File: src/rtl/pkrri_pkg.sv
package pkrri_pkg;
   // =====================================================================
   // register map (word addresses, one 32-bit register per address)
   localparam logic [3:0] ADDR_CTRL = 4'h0;
   localparam logic [3:0] ADDR_STATUS = 4'h1;
   localparam logic [3:0] ADDR_EVENT = 4'h2;
   localparam logic [3:0] ADDR_MASK = 4'h3;
   localparam logic [3:0] ADDR_DEBOUNCE = 4'h4;
   localparam logic [3:0] ADDR_KEYDELAY = 4'h5;
   localparam logic [3:0] ADDR_SEQ = 4'h6;
   // =====================================================================
   // ctrl fields
   localparam int CTRL_MODE_LSB = 0;
   localparam int CTRL_LOCK_BIT = 2;
   localparam int CTRL_SYSEN_BIT = 3;
   localparam int CTRL_STANDBY_BIT = 4;
   localparam int CTRL_FASTSD_BIT = 5;
   localparam int CTRL_PWRDN_BIT = 6;
   // status fields
   localparam int ST_KEY_BIT = 0;
   localparam int ST_RSTREQ_BIT = 1;
   localparam int ST_PWRDN_BIT = 2;
   localparam int ST_HOSTRST_BIT = 3;
   localparam int ST_RESETMODE_BIT = 4;
   // event / mask fields
   localparam int EV_KEY_BIT = 0;
   localparam int EV_RSTREQ_BIT = 1;
   localparam int EV_WAKE_BIT = 2;
   localparam int EV_WIDTH = 3;
   // =====================================================================
   // reset values
   localparam logic [7:0] CTRL_RST = 8'h08;
   localparam logic [EV_WIDTH-1:0] MASK_RST = 3'h0;
   localparam logic [15:0] DEBOUNCE_RST = 16'h0004;
   localparam logic [23:0] KEYDELAY_RST = 24'h000100;
   localparam logic [7:0] SEQ_NORMAL_RST = 8'h10;
   localparam logic [7:0] SEQ_FAST_RST = 8'h02;
   // =====================================================================
   // key modes, sequencer states and key press states
   typedef enum logic [1:0] {
      PKRRI_KEY_PRESS = 2'h0,
      PKRRI_KEY_TIMED = 2'h1,
      PKRRI_KEY_OFF = 2'h2,
      PKRRI_KEY_STBY = 2'h3
   } pkrri_mode_t;
   typedef enum {PKRRI_RUN, PKRRI_RSTSEQ, PKRRI_RESET} pkrri_seq_t;
   typedef enum {PKRRI_KIDLE, PKRRI_KHELD, PKRRI_KLONG} pkrri_key_t;
endpackage

File: src/rtl/pkrri_deb_if.sv
`timescale 1ns/1ps
interface pkrri_deb_if;
   logic [15:0] debTime;
   logic rawLevel;
   logic cleanLevel;
   logic fell;
   logic rose;
   modport owner (output debTime, output rawLevel, input cleanLevel, input fell, input rose);
   modport filter (input debTime, input rawLevel, output cleanLevel, output fell, output rose);
endinterface

File: src/rtl/pkrri_debounce.sv
`timescale 1ns/1ps
module pkrri_debounce (
   input wire logic core_clk,
   input wire logic srst,
   pkrri_deb_if.filter deb
);
   logic [1:0] sync_r;
   logic stable_r;
   logic [15:0] cnt_r;
   logic [15:0] cnt_nxt;
   logic differs;
   logic accept;
   assign differs = sync_r[1] != stable_r;
   // level must differ for debTime+1 cycles in a row before it is taken
   assign accept = differs && (cnt_r >= deb.debTime);
   assign cnt_nxt = differs ? cnt_r + 16'h0001 : 16'h0000;
   always_ff @(posedge core_clk) begin
      if (srst) begin
         sync_r <= 2'h3;
         stable_r <= 1'b1;
         cnt_r <= 16'h0000;
      end else begin
         sync_r <= {sync_r[0], deb.rawLevel};
         cnt_r <= accept ? 16'h0000 : cnt_nxt;
         if (accept) begin
            stable_r <= sync_r[1];
         end
      end
   end
   assign deb.cleanLevel = stable_r;
   assign deb.fell = accept && !sync_r[1];
   assign deb.rose = accept && sync_r[1];
endmodule // pkrri_debounce

File: src/rtl/pkrri_top.sv
// The Avalon-MM slave port and the placing of the registers were chosen for this implementation.
`timescale 1ns/1ps
module pkrri_top (
   input wire logic core_clk,
   input wire logic srst,
   input wire logic [3:0] avs_address,
   input wire logic avs_read,
   input wire logic avs_write,
   input wire logic [31:0] avs_writedata,
   output logic [31:0] avs_readdata,
   output logic avs_waitrequest,
   input wire logic power_key_n,
   input wire logic reset_request_n,
   output logic irq_out_n,
   output logic host_reset_out_n,
   output logic system_enable,
   output logic standby,
   output logic wakeup_pulse
);
   // =====================================================================
   // registers and state
   localparam int EV_W = pkrri_pkg::EV_WIDTH;
   logic [7:0] ctrl_r;
   logic [EV_W-1:0] event_r;
   logic [EV_W-1:0] mask_r;
   logic [15:0] debTime_r;
   logic [23:0] keyDelay_r;
   logic [23:0] keyTimer_r;
   logic [7:0] seqCnt_r;
   logic faultLog_r;
   logic hostRst_r;
   logic wake_r;
   logic rdAck_r;
   logic [31:0] rdData_r;
   pkrri_pkg::pkrri_seq_t seq_r;
   pkrri_pkg::pkrri_key_t key_r;

   pkrri_deb_if keyDeb ();
   pkrri_deb_if rstDeb ();
   // =====================================================================
   // debounce filters, one shared time setting
   assign keyDeb.debTime = debTime_r;
   assign rstDeb.debTime = debTime_r;
   assign keyDeb.rawLevel = power_key_n;
   assign rstDeb.rawLevel = reset_request_n;
   pkrri_debounce uKeyDeb (.core_clk(core_clk), .srst(srst), .deb(keyDeb));
   pkrri_debounce uRstDeb (.core_clk(core_clk), .srst(srst), .deb(rstDeb));
   // =====================================================================
   // bus decode
   wire selCtrl = avs_address == pkrri_pkg::ADDR_CTRL;
   wire selStatus = avs_address == pkrri_pkg::ADDR_STATUS;
   wire selEvent = avs_address == pkrri_pkg::ADDR_EVENT;
   wire selMask = avs_address == pkrri_pkg::ADDR_MASK;
   wire selDeb = avs_address == pkrri_pkg::ADDR_DEBOUNCE;
   wire selDelay = avs_address == pkrri_pkg::ADDR_KEYDELAY;
   wire wrCtrl = avs_write && selCtrl;
   wire wrMask = avs_write && selMask;
   wire wrDeb = avs_write && selDeb;
   wire wrDelay = avs_write && selDelay;
   // read is answered one cycle later; event clear happens on the answer edge
   wire rdDone = avs_read && rdAck_r;
   wire clrEvent = rdDone && selEvent;
   assign avs_waitrequest = avs_read && !rdAck_r;
   // =====================================================================
   // key timing
   pkrri_pkg::pkrri_mode_t keyMode;
   assign keyMode = pkrri_pkg::pkrri_mode_t'(ctrl_r[pkrri_pkg::CTRL_MODE_LSB +: 2]);
   wire inPwrdn = ctrl_r[pkrri_pkg::CTRL_PWRDN_BIT];
   wire keyLock = ctrl_r[pkrri_pkg::CTRL_LOCK_BIT];
   wire keyMasked = mask_r[pkrri_pkg::EV_KEY_BIT];
   wire timedMode = keyMode != pkrri_pkg::PKRRI_KEY_PRESS;
   // timer keeps running through powerdown: no gating by power mode
   wire longHit = key_r == pkrri_pkg::PKRRI_KHELD && keyTimer_r >= keyDelay_r;
   wire shortRel = key_r == pkrri_pkg::PKRRI_KHELD && keyDeb.rose && !longHit;
   wire pressEv = keyDeb.fell && !timedMode;
   wire shortEv = shortRel && timedMode;
   wire longEv = longHit && timedMode;
   wire keyEv = pressEv || shortEv || longEv;
   // lock suppresses mode 00 press and short-press wakeups only; mask suppresses all
   // a hold past the long-press time wakes in every mode, even mode 00 where it is no event
   wire wakeReq = !keyMasked && inPwrdn
                  && ((pressEv || shortEv) && !keyLock || longHit);
   wire rstReqEv = rstDeb.fell;
   wire [EV_W-1:0] evSet = {wakeReq, rstReqEv, keyEv};
   always_ff @(posedge core_clk) begin
      if (srst) begin
         key_r <= pkrri_pkg::PKRRI_KIDLE;
         keyTimer_r <= 24'h000000;
      end else begin
         unique case (key_r)
            pkrri_pkg::PKRRI_KIDLE: begin
               keyTimer_r <= 24'h000000;
               if (keyDeb.fell) begin
                  key_r <= pkrri_pkg::PKRRI_KHELD;
               end
            end
            pkrri_pkg::PKRRI_KHELD: begin
               keyTimer_r <= keyTimer_r + 24'h000001;
               if (longHit) begin
                  key_r <= pkrri_pkg::PKRRI_KLONG;
               end else if (keyDeb.rose) begin
                  key_r <= pkrri_pkg::PKRRI_KIDLE;
               end
            end
            pkrri_pkg::PKRRI_KLONG: begin
               // release after a long hold raises no second event
               if (keyDeb.rose) begin
                  key_r <= pkrri_pkg::PKRRI_KIDLE;
               end
            end
         endcase
      end
   end
   // =====================================================================
   // reset request sequencer
   wire seqDone = seq_r == pkrri_pkg::PKRRI_RSTSEQ && seqCnt_r == 8'h00;
   always_ff @(posedge core_clk) begin
      if (srst) begin
         seq_r <= pkrri_pkg::PKRRI_RUN;
         seqCnt_r <= 8'h00;
         faultLog_r <= 1'b0;
         hostRst_r <= 1'b0;
      end else begin
         unique case (seq_r)
            pkrri_pkg::PKRRI_RUN: begin
               if (rstReqEv) begin
                  seq_r <= pkrri_pkg::PKRRI_RSTSEQ;
                  faultLog_r <= 1'b1;
                  hostRst_r <= 1'b1;
                  seqCnt_r <= ctrl_r[pkrri_pkg::CTRL_FASTSD_BIT]
                     ? pkrri_pkg::SEQ_FAST_RST : pkrri_pkg::SEQ_NORMAL_RST;
               end
            end
            pkrri_pkg::PKRRI_RSTSEQ: begin
               // counter wraps on the last step but is reloaded before next use
               seqCnt_r <= seqCnt_r - 8'h01;
               if (seqDone) begin
                  seq_r <= pkrri_pkg::PKRRI_RESET;
               end
            end
            pkrri_pkg::PKRRI_RESET: begin
               // leaves reset mode once request released and fault log read
               if (rstDeb.cleanLevel && !faultLog_r) begin
                  seq_r <= pkrri_pkg::PKRRI_RUN;
                  hostRst_r <= 1'b0;
               end
            end
         endcase
         if (clrEvent && !rstReqEv) begin
            faultLog_r <= 1'b0;
         end
      end
   end
   // =====================================================================
   // control register with hardware updates
   // hardware updates override a bus write in the same cycle, so no key action is lost
   logic [7:0] ctrl_nxt;
   always_comb begin
      ctrl_nxt = wrCtrl ? avs_writedata[7:0] : ctrl_r;
      if (longEv) begin
         ctrl_nxt[pkrri_pkg::CTRL_LOCK_BIT] = 1'b1;
      end
      if (longEv && keyMode == pkrri_pkg::PKRRI_KEY_OFF) begin
         ctrl_nxt[pkrri_pkg::CTRL_SYSEN_BIT] = 1'b0;
      end
      if (keyMode == pkrri_pkg::PKRRI_KEY_STBY && (shortEv || longEv)) begin
         ctrl_nxt[pkrri_pkg::CTRL_SYSEN_BIT] = 1'b0;
         ctrl_nxt[pkrri_pkg::CTRL_STANDBY_BIT] = shortEv;
      end
      if (wakeReq) begin
         ctrl_nxt[pkrri_pkg::CTRL_PWRDN_BIT] = 1'b0;
      end
   end
   always_ff @(posedge core_clk) begin
      if (srst) begin
         ctrl_r <= pkrri_pkg::CTRL_RST;
         mask_r <= pkrri_pkg::MASK_RST;
         debTime_r <= pkrri_pkg::DEBOUNCE_RST;
         keyDelay_r <= pkrri_pkg::KEYDELAY_RST;
      end else begin
         ctrl_r <= ctrl_nxt;
         if (wrMask) mask_r <= avs_writedata[EV_W-1:0];
         if (wrDeb) debTime_r <= avs_writedata[15:0];
         if (wrDelay) keyDelay_r <= avs_writedata[23:0];
      end
   end
   // =====================================================================
   // events, interrupt, bus read
   wire [31:0] statusWord = {27'h0000000, seq_r == pkrri_pkg::PKRRI_RESET, hostRst_r,
                             inPwrdn, faultLog_r, keyDeb.cleanLevel};
   wire [31:0] rdMux = selCtrl ? {24'h000000, ctrl_r}
                     : selStatus ? statusWord
                     : selEvent ? {29'h00000000, event_r}
                     : selMask ? {29'h00000000, mask_r}
                     : selDeb ? {16'h0000, debTime_r}
                     : selDelay ? {8'h00, keyDelay_r}
                     : 32'h00000000;
   always_ff @(posedge core_clk) begin
      if (srst) begin
         event_r <= {EV_W{1'b0}};
         rdAck_r <= 1'b0;
         rdData_r <= 32'h00000000;
         wake_r <= 1'b0;
      end else begin
         // set wins over the read clear in the same cycle
         event_r <= (clrEvent ? {EV_W{1'b0}} : event_r) | evSet;
         rdAck_r <= avs_read && !rdAck_r;
         rdData_r <= rdMux;
         wake_r <= wakeReq;
      end
   end
   assign avs_readdata = rdData_r;
   // level output: stays low until every unmasked event has been read away
   assign irq_out_n = !(|(event_r & ~mask_r));
   assign host_reset_out_n = !hostRst_r;
   assign system_enable = ctrl_r[pkrri_pkg::CTRL_SYSEN_BIT];
   assign standby = ctrl_r[pkrri_pkg::CTRL_STANDBY_BIT];
   assign wakeup_pulse = wake_r;

   // =====================================================================
   // checks
   AST_MASK_BLOCKS_WAKE: assert property (@(posedge core_clk) disable iff (srst)
      mask_r[pkrri_pkg::EV_KEY_BIT] |=> !wake_r)
      else $error("wakeup while key masked");
   AST_PRESS_EVENT: assert property (@(posedge core_clk) disable iff (srst)
      keyDeb.fell && keyMode == pkrri_pkg::PKRRI_KEY_PRESS |=> event_r[0])
      else $error("press event missing");
   AST_LONG_LOCK: assert property (@(posedge core_clk) disable iff (srst)
      longEv |=> ctrl_r[pkrri_pkg::CTRL_LOCK_BIT] && event_r[0])
      else $error("long press did not lock");
   AST_SHORT_EVENT: assert property (@(posedge core_clk) disable iff (srst)
      shortEv |=> event_r[pkrri_pkg::EV_KEY_BIT])
      else $error("short press event missing");
   AST_LONG_OFF: assert property (@(posedge core_clk) disable iff (srst)
      longEv && keyMode == pkrri_pkg::PKRRI_KEY_OFF |=> !system_enable)
      else $error("system enable not cleared");
   AST_SHORT_STBY: assert property (@(posedge core_clk) disable iff (srst)
      shortEv && keyMode == pkrri_pkg::PKRRI_KEY_STBY |=> standby && !system_enable)
      else $error("standby not entered");
   AST_LONG_STBY: assert property (@(posedge core_clk) disable iff (srst)
      longEv && keyMode == pkrri_pkg::PKRRI_KEY_STBY |=> !standby && !system_enable)
      else $error("standby not cleared");
   AST_LOCK_NOWAKE: assert property (@(posedge core_clk) disable iff (srst)
      shortEv && keyLock |=> !wake_r)
      else $error("short press woke with lock");
   AST_LOCK_PRESS: assert property (@(posedge core_clk) disable iff (srst)
      pressEv && keyLock && !longHit |=> !wake_r)
      else $error("locked press woke");
   AST_LONG_WAKE: assert property (@(posedge core_clk) disable iff (srst)
      longHit && inPwrdn && !keyMasked |=> wake_r && !inPwrdn)
      else $error("long press did not wake");
   AST_WAKE_EVENT: assert property (@(posedge core_clk) disable iff (srst)
      wakeReq |=> wake_r && event_r[pkrri_pkg::EV_WAKE_BIT])
      else $error("wakeup event missing");
   AST_KEY_TIMED: assert property (@(posedge core_clk) disable iff (srst)
      keyDeb.fell && key_r == pkrri_pkg::PKRRI_KIDLE |=> key_r == pkrri_pkg::PKRRI_KHELD)
      else $error("key timer not started");
   AST_RSTREQ_EVENT: assert property (@(posedge core_clk) disable iff (srst)
      rstReqEv |=> event_r[pkrri_pkg::EV_RSTREQ_BIT])
      else $error("reset request event missing");
   AST_RST_SEQ: assert property (@(posedge core_clk) disable iff (srst)
      seq_r == pkrri_pkg::PKRRI_RUN && rstReqEv |=> !host_reset_out_n && faultLog_r)
      else $error("reset request not logged");
   AST_RESET_HOLDS: assert property (@(posedge core_clk) disable iff (srst)
      seq_r == pkrri_pkg::PKRRI_RESET |-> !host_reset_out_n)
      else $error("host reset released in reset mode");
   // sequencer reaches reset mode after its load count plus two cycles
   AST_NORMAL_SEQ: assert property (@(posedge core_clk) disable iff (srst)
      seq_r == pkrri_pkg::PKRRI_RUN && rstReqEv && !ctrl_r[pkrri_pkg::CTRL_FASTSD_BIT]
      |-> ##18 seq_r == pkrri_pkg::PKRRI_RESET)
      else $error("reset mode not reached");
   AST_FAST_SEQ: assert property (@(posedge core_clk) disable iff (srst)
      seq_r == pkrri_pkg::PKRRI_RUN && rstReqEv && ctrl_r[pkrri_pkg::CTRL_FASTSD_BIT]
      |-> ##4 seq_r == pkrri_pkg::PKRRI_RESET)
      else $error("fast shutdown not fast");
   AST_IRQ: assert property (@(posedge core_clk) disable iff (srst)
      |(evSet & ~mask_r) && !wrMask |=> !irq_out_n)
      else $error("irq missing");
   AST_STICKY: assert property (@(posedge core_clk) disable iff (srst)
      event_r[0] && !clrEvent |=> event_r[0])
      else $error("key event lost");
   COV_LONG: cover property (@(posedge core_clk) longEv);
   COV_SHORT: cover property (@(posedge core_clk) shortEv);
   COV_RESET: cover property (@(posedge core_clk) seq_r == pkrri_pkg::PKRRI_RESET);
   COV_WAKE: cover property (@(posedge core_clk) wake_r);
   COV_LOCK_WAKE: cover property (@(posedge core_clk) longHit && inPwrdn && keyLock);
endmodule // pkrri_top

File: config.mk
export PLATFORM = sky130hd
export DESIGN_NAME = pkrri_top
export DESIGN_NICKNAME = d
export VERILOG_FILES = /design/src/rtl/pkrri_pkg.sv /design/src/rtl/pkrri_deb_if.sv /design/src/rtl/pkrri_debounce.sv /design/src/rtl/pkrri_top.sv
export SDC_FILE = /design/constraint.sdc
export NUM_CORES = 1
export LEC_CHECK = 0
export BUFFER_PORTS_ARGS = -buffer_cell sky130_fd_sc_hd__buf_4
export CORE_UTILIZATION = 50
export DETAILED_ROUTE_END_ITERATION = 10
export GPL_ROUTABILITY_DRIVEN = 0
export PLACE_DENSITY = 0.69
export RECOVER_POWER = 25
export SYNTH_ARGS = -nofsm -noshare
export SYNTH_HDL_FRONTEND = slang
export SYNTH_SLANG_ARGS = --single-unit
export TNS_END_PERCENT = 10
File: constraint.sdc
create_clock -name core_clk -period 2.6 [get_ports core_clk]
set_input_delay 0.26 -clock core_clk [delete_from_list [all_inputs] [get_ports core_clk]]
set_output_delay 0.26 -clock core_clk [all_outputs]
set_load 0.01 [all_outputs]
==> flow_metrics.tcl <==
set metrics [dict create \
    routed_wire_length_per_instance_um 15.1 \
    power.switching_w 0.00139 \
    buffer_ports.inserted 63 \
    synth_area_sq_um 8920 \
    floorplan.die.width_um 136 \
    run_status "complete, but fails checks" \
    num_vias 7540 \
    clock-root-buffer "sky130_fd_sc_hd__clkbuf_16" \
    final.setup.tns_ns 0 \
    cts_setup_buffers 0 \
    detail_route.drc_violations 0 \
    grt_setup_unrepaired "no" \
    pwr-share-seq 0.500 \
    final-max-slew-violation-count 42 \
    cp-end-kind "flop" \
    grt-ovfl-total 0 \
    clock_skew_ns 0.00790 \
    htreeDepth 4 \
    critical_path.startpoint_type "flop" \
    switching_share 0.236 \
    timing.final.hold_violations 0 \
    drt_first_iter_violations 502 \
    num_io_pins 80 \
    number_of_antenna_violations_at_the_first_check_in_global_routing 0 \
    netlist_instances 1055 \
    final_routed_wirelength_across_all_metal_layers_mm 20.9 \
    dp.cells 1353 \
    max_cap_violations 1 \
    critPathArrivalTime_ns 2.83 \
    worst_skew_pair.late_latency_ns 0.43 \
    yosys_register_bits 186 \
    num-nets-final 1254 \
    pwr_density_cell_nw_per_um2 570 \
    drive_gt1_frac 0.107 \
    layout.filler_cells 1619 \
    initial_cell_density_of_the_core 0.514 \
    ctsLongestPathBuffers 2 \
    synth_largest_area_cell "sky130_fd_sc_hd__dfxtp_1" \
    maxSlewHeadroom -0.264 \
    floorplan.die.height_um 136 \
    avgViaCountPerCell 5.44 \
    synth_cell_types 69 \
    diodes 0 \
    hold-path-cell-count 2 \
    std_cell_rows 48 \
    ff2ff_path_depth 8 \
    timing.hold.worst.class "in2reg" \
    pwr-share-comb 0.068 \
    synth-seq-area-share 0.418 \
    post_synth.cell_area_avg_sq_um 8.45 \
    synth_enable_flop_cells 0 \
    dieArea_sq_um 18400 \
    core_area_sq_um 17400 \
    ir_drop_v 0.000591 \
    final_critical_path_setup_slack_ns 0.121 \
    grt_first_pass_wirelength_mm 33.7 \
    grt_max_degree 42 \
    failed_checks "capacitance limit, slew limit" \
    path_class "reg2reg" \
    max_clock_freq_mhz 403 \
    synth.area.top_cells "sky130_fd_sc_hd__dfxtp_1 42%, sky130_fd_sc_hd__ha_1 9.0%, sky130_fd_sc_hd__nand2_1 6.7%" \
    detailedPlace.worstSlack_ns 0.0654 \
    critical_path_peak_fanout 11 \
    synth_top_area_share 0.418 \
    drt_pass1_iterations 5 \
    clock_tree_from_tritoncts "done" \
    power.internal_w 0.00448 \
    cts.reportedPaths.clkPinSlew_ns 0.07 \
    clock_power_share 0.432 \
    drt.antenna.violating_nets 0 \
    dominantRegCellSynth "sky130_fd_sc_hd__dfxtp_1" \
    synth_warnings 0 \
    finalCriticalPeriod_ns 2.48 \
    synth-async-reset-ratio 0 \
    cts_buffers 17 \
    numClockSinks 186 \
    power.leakage_nw 3.84 \
    instances_no_fill 1385 \
    dpl_hpwl_mm 15.3 \
    layout_area_overhead_pct 15.4 \
    post_layout_util 0.593 \
    period_share 0.953 \
    critPathRequiredTime_ns 2.96 \
    report.final.setup_viol 0 \
    grt_pass1_vias 6926 \
    tightest_slew_ns 1.90 \
    grt_usage 0.234 \
]
synthesized netlist by cell type (all sizes together), types with 9 or more instances:
master and count:
dfxtp 186, nand2 158, a21oi 99, nor2 89, ha 64, inv 64, clkbuf 41, o21ai 39
nand3 29, nor4 25, nand4 19, a22oi 17, nor3 16, xnor2 16, mux2i 15, and3 14
buf 13, xor2 12, nand2b 10, and2 9, or2 9
metrics by stage:
| step | area, sq um | power (W) | hold slack, ns |
|---|---|---|---|
| final | 10300 | 0.00587 | 0.0149 |
| after global routing | 10300 | 0.00609 | 0.00869 |
| after CTS | 10400 | 0.00592 | 0.00158 |
| after detailed placement | 9810 | 0.00340 | 0.393 |
| after global placement | 9810 | 0.00339 | 0.392 |
| after floorplan | 9060 | 0.00325 | 0.364 |
layer usage:
layer	GRT usage	wire, um	vias to the layer above
met5	0	0	-
met4	0.0880	367	0
met3	0.0385	496	25
met2	0.395	10200	94
met1	0.299	9830	3571
li1	-	-	3850
kinds of logic (layout without fill, tap and decap cells):
group | Yosys count | in the layout | synth area share
AND/OR/NAND/NOR | 410 | 410 | 0.227
AO/OA/AOI/OAI | 231 | 231 | 0.164
flip-flops | 186 | 186 | 0.418
buffers and inverters | 118 | 186 | 0.0536
adder cells (fa/ha/maj) | 64 | 64 | 0.0898
XOR/XNOR | 28 | 28 | 0.0275
multiplexers | 17 | 17 | 0.0194
other | 1 | 38 | 0.000421
cell usage in the layout, fill, tap and decap left out, types with 15 or more instances in the layout:
cell	netlist	final
sky130_fd_sc_hd__ha_1	64	64
sky130_fd_sc_hd__nor2_1	89	89
sky130_fd_sc_hd__nor4_1	15	16
sky130_fd_sc_hd__xnor2_1	16	16
sky130_fd_sc_hd__inv_1	63	63
sky130_fd_sc_hd__buf_4	8	58
sky130_fd_sc_hd__o21ai_0	37	38
sky130_fd_sc_hd__nand3_1	29	29
sky130_fd_sc_hd__a21oi_1	98	97
sky130_fd_sc_hd__nor3_1	15	15
sky130_fd_sc_hd__clkbuf_1	41	30
sky130_fd_sc_hd__dfxtp_1	186	186
sky130_fd_sc_hd__nand4_1	16	16
sky130_fd_sc_hd__clkbuf_16	0	17
sky130_fd_sc_hd__nand2_1	158	157
sky130_fd_sc_hd__a22oi_1	17	17
sky130_fd_sc_hd__conb_1	1	38
sky130_fd_sc_hd__mux2i_1	15	15
layout make-up:
| class | count | area [sq um] | share of cell area |
|---|---|---|---|
| multi-input cells | 788 | 4870 | 0.473 |
| well taps | 225 | 282 | 0.0274 |
| flip-flops and latches | 186 | 3720 | 0.362 |
| inverters | 64 | 240 | 0.0233 |
| clock buffers | 20 | 447 | 0.0434 |
| repair buffers | 91 | 609 | 0.0592 |
| clock inverters | 11 | 123 | 0.0119 |
sequential cells by signal, summed over array words and instances (netlist names), 2 cells and up:
| signal | count |
|---|---|
| uKeyDeb.cnt_r | 16 |
| debTime_r | 16 |
| uRstDeb.cnt_r | 16 |
| mask_r | 3 |
| seqCnt_r | 8 |
| seq_r | 2 |
| keyDelay_r | 24 |
| keyTimer_r | 24 |
| event_r | 3 |
| uRstDeb.sync_r | 2 |
| uKeyDeb.sync_r | 2 |
| key_r | 32 |
| avs_readdata | 24 |
| ctrl_r | 8 |
critical path, stage by stage (launching register included):
cell and delay, ns:
sky130_fd_sc_hd__dfxtp_1 0.36, sky130_fd_sc_hd__inv_1 0.08, sky130_fd_sc_hd__ha_1 0.31, sky130_fd_sc_hd__a211oi_1 0.23, sky130_fd_sc_hd__nor2_1 0.09, sky130_fd_sc_hd__or3_1 0.40, sky130_fd_sc_hd__a211o_2 0.44, sky130_fd_sc_hd__a311o_1 0.34
sky130_fd_sc_hd__mux2i_1 0.13
final timing paths:
path,start,endpoint,slack (ns)
max,debTime_r[13],seqCnt_r[5],0.12
min,reset_request_n,uRstDeb.sync_r[0],0.01
max reg2reg,debTime_r[13],seqCnt_r[5],0.12
min reg2reg,uKeyDeb.sync_r[0],uKeyDeb.sync_r[1],0.40
what timing repair did:
action / in CTS / in global routing
setup endpoints to repair: 0 / 26
gates resized for setup: 0 / 6
endpoints found under the hold margin: 1 / 0
hold buffers: 1 / 0
power by group through the flow:
stage	registers, W	clock network, W	logic (W)
global route	0.00294	0.00271	0.000443
CTS	0.00293	0.00258	0.000402
global placement	0.00300	0	0.000396
floorplan	0.00299	0	0.000264
detailed placement	0.00300	0	0.000400
finish	0.00293	0.00254	0.000400
Note: power is estimated with default switching activity, not from simulation.
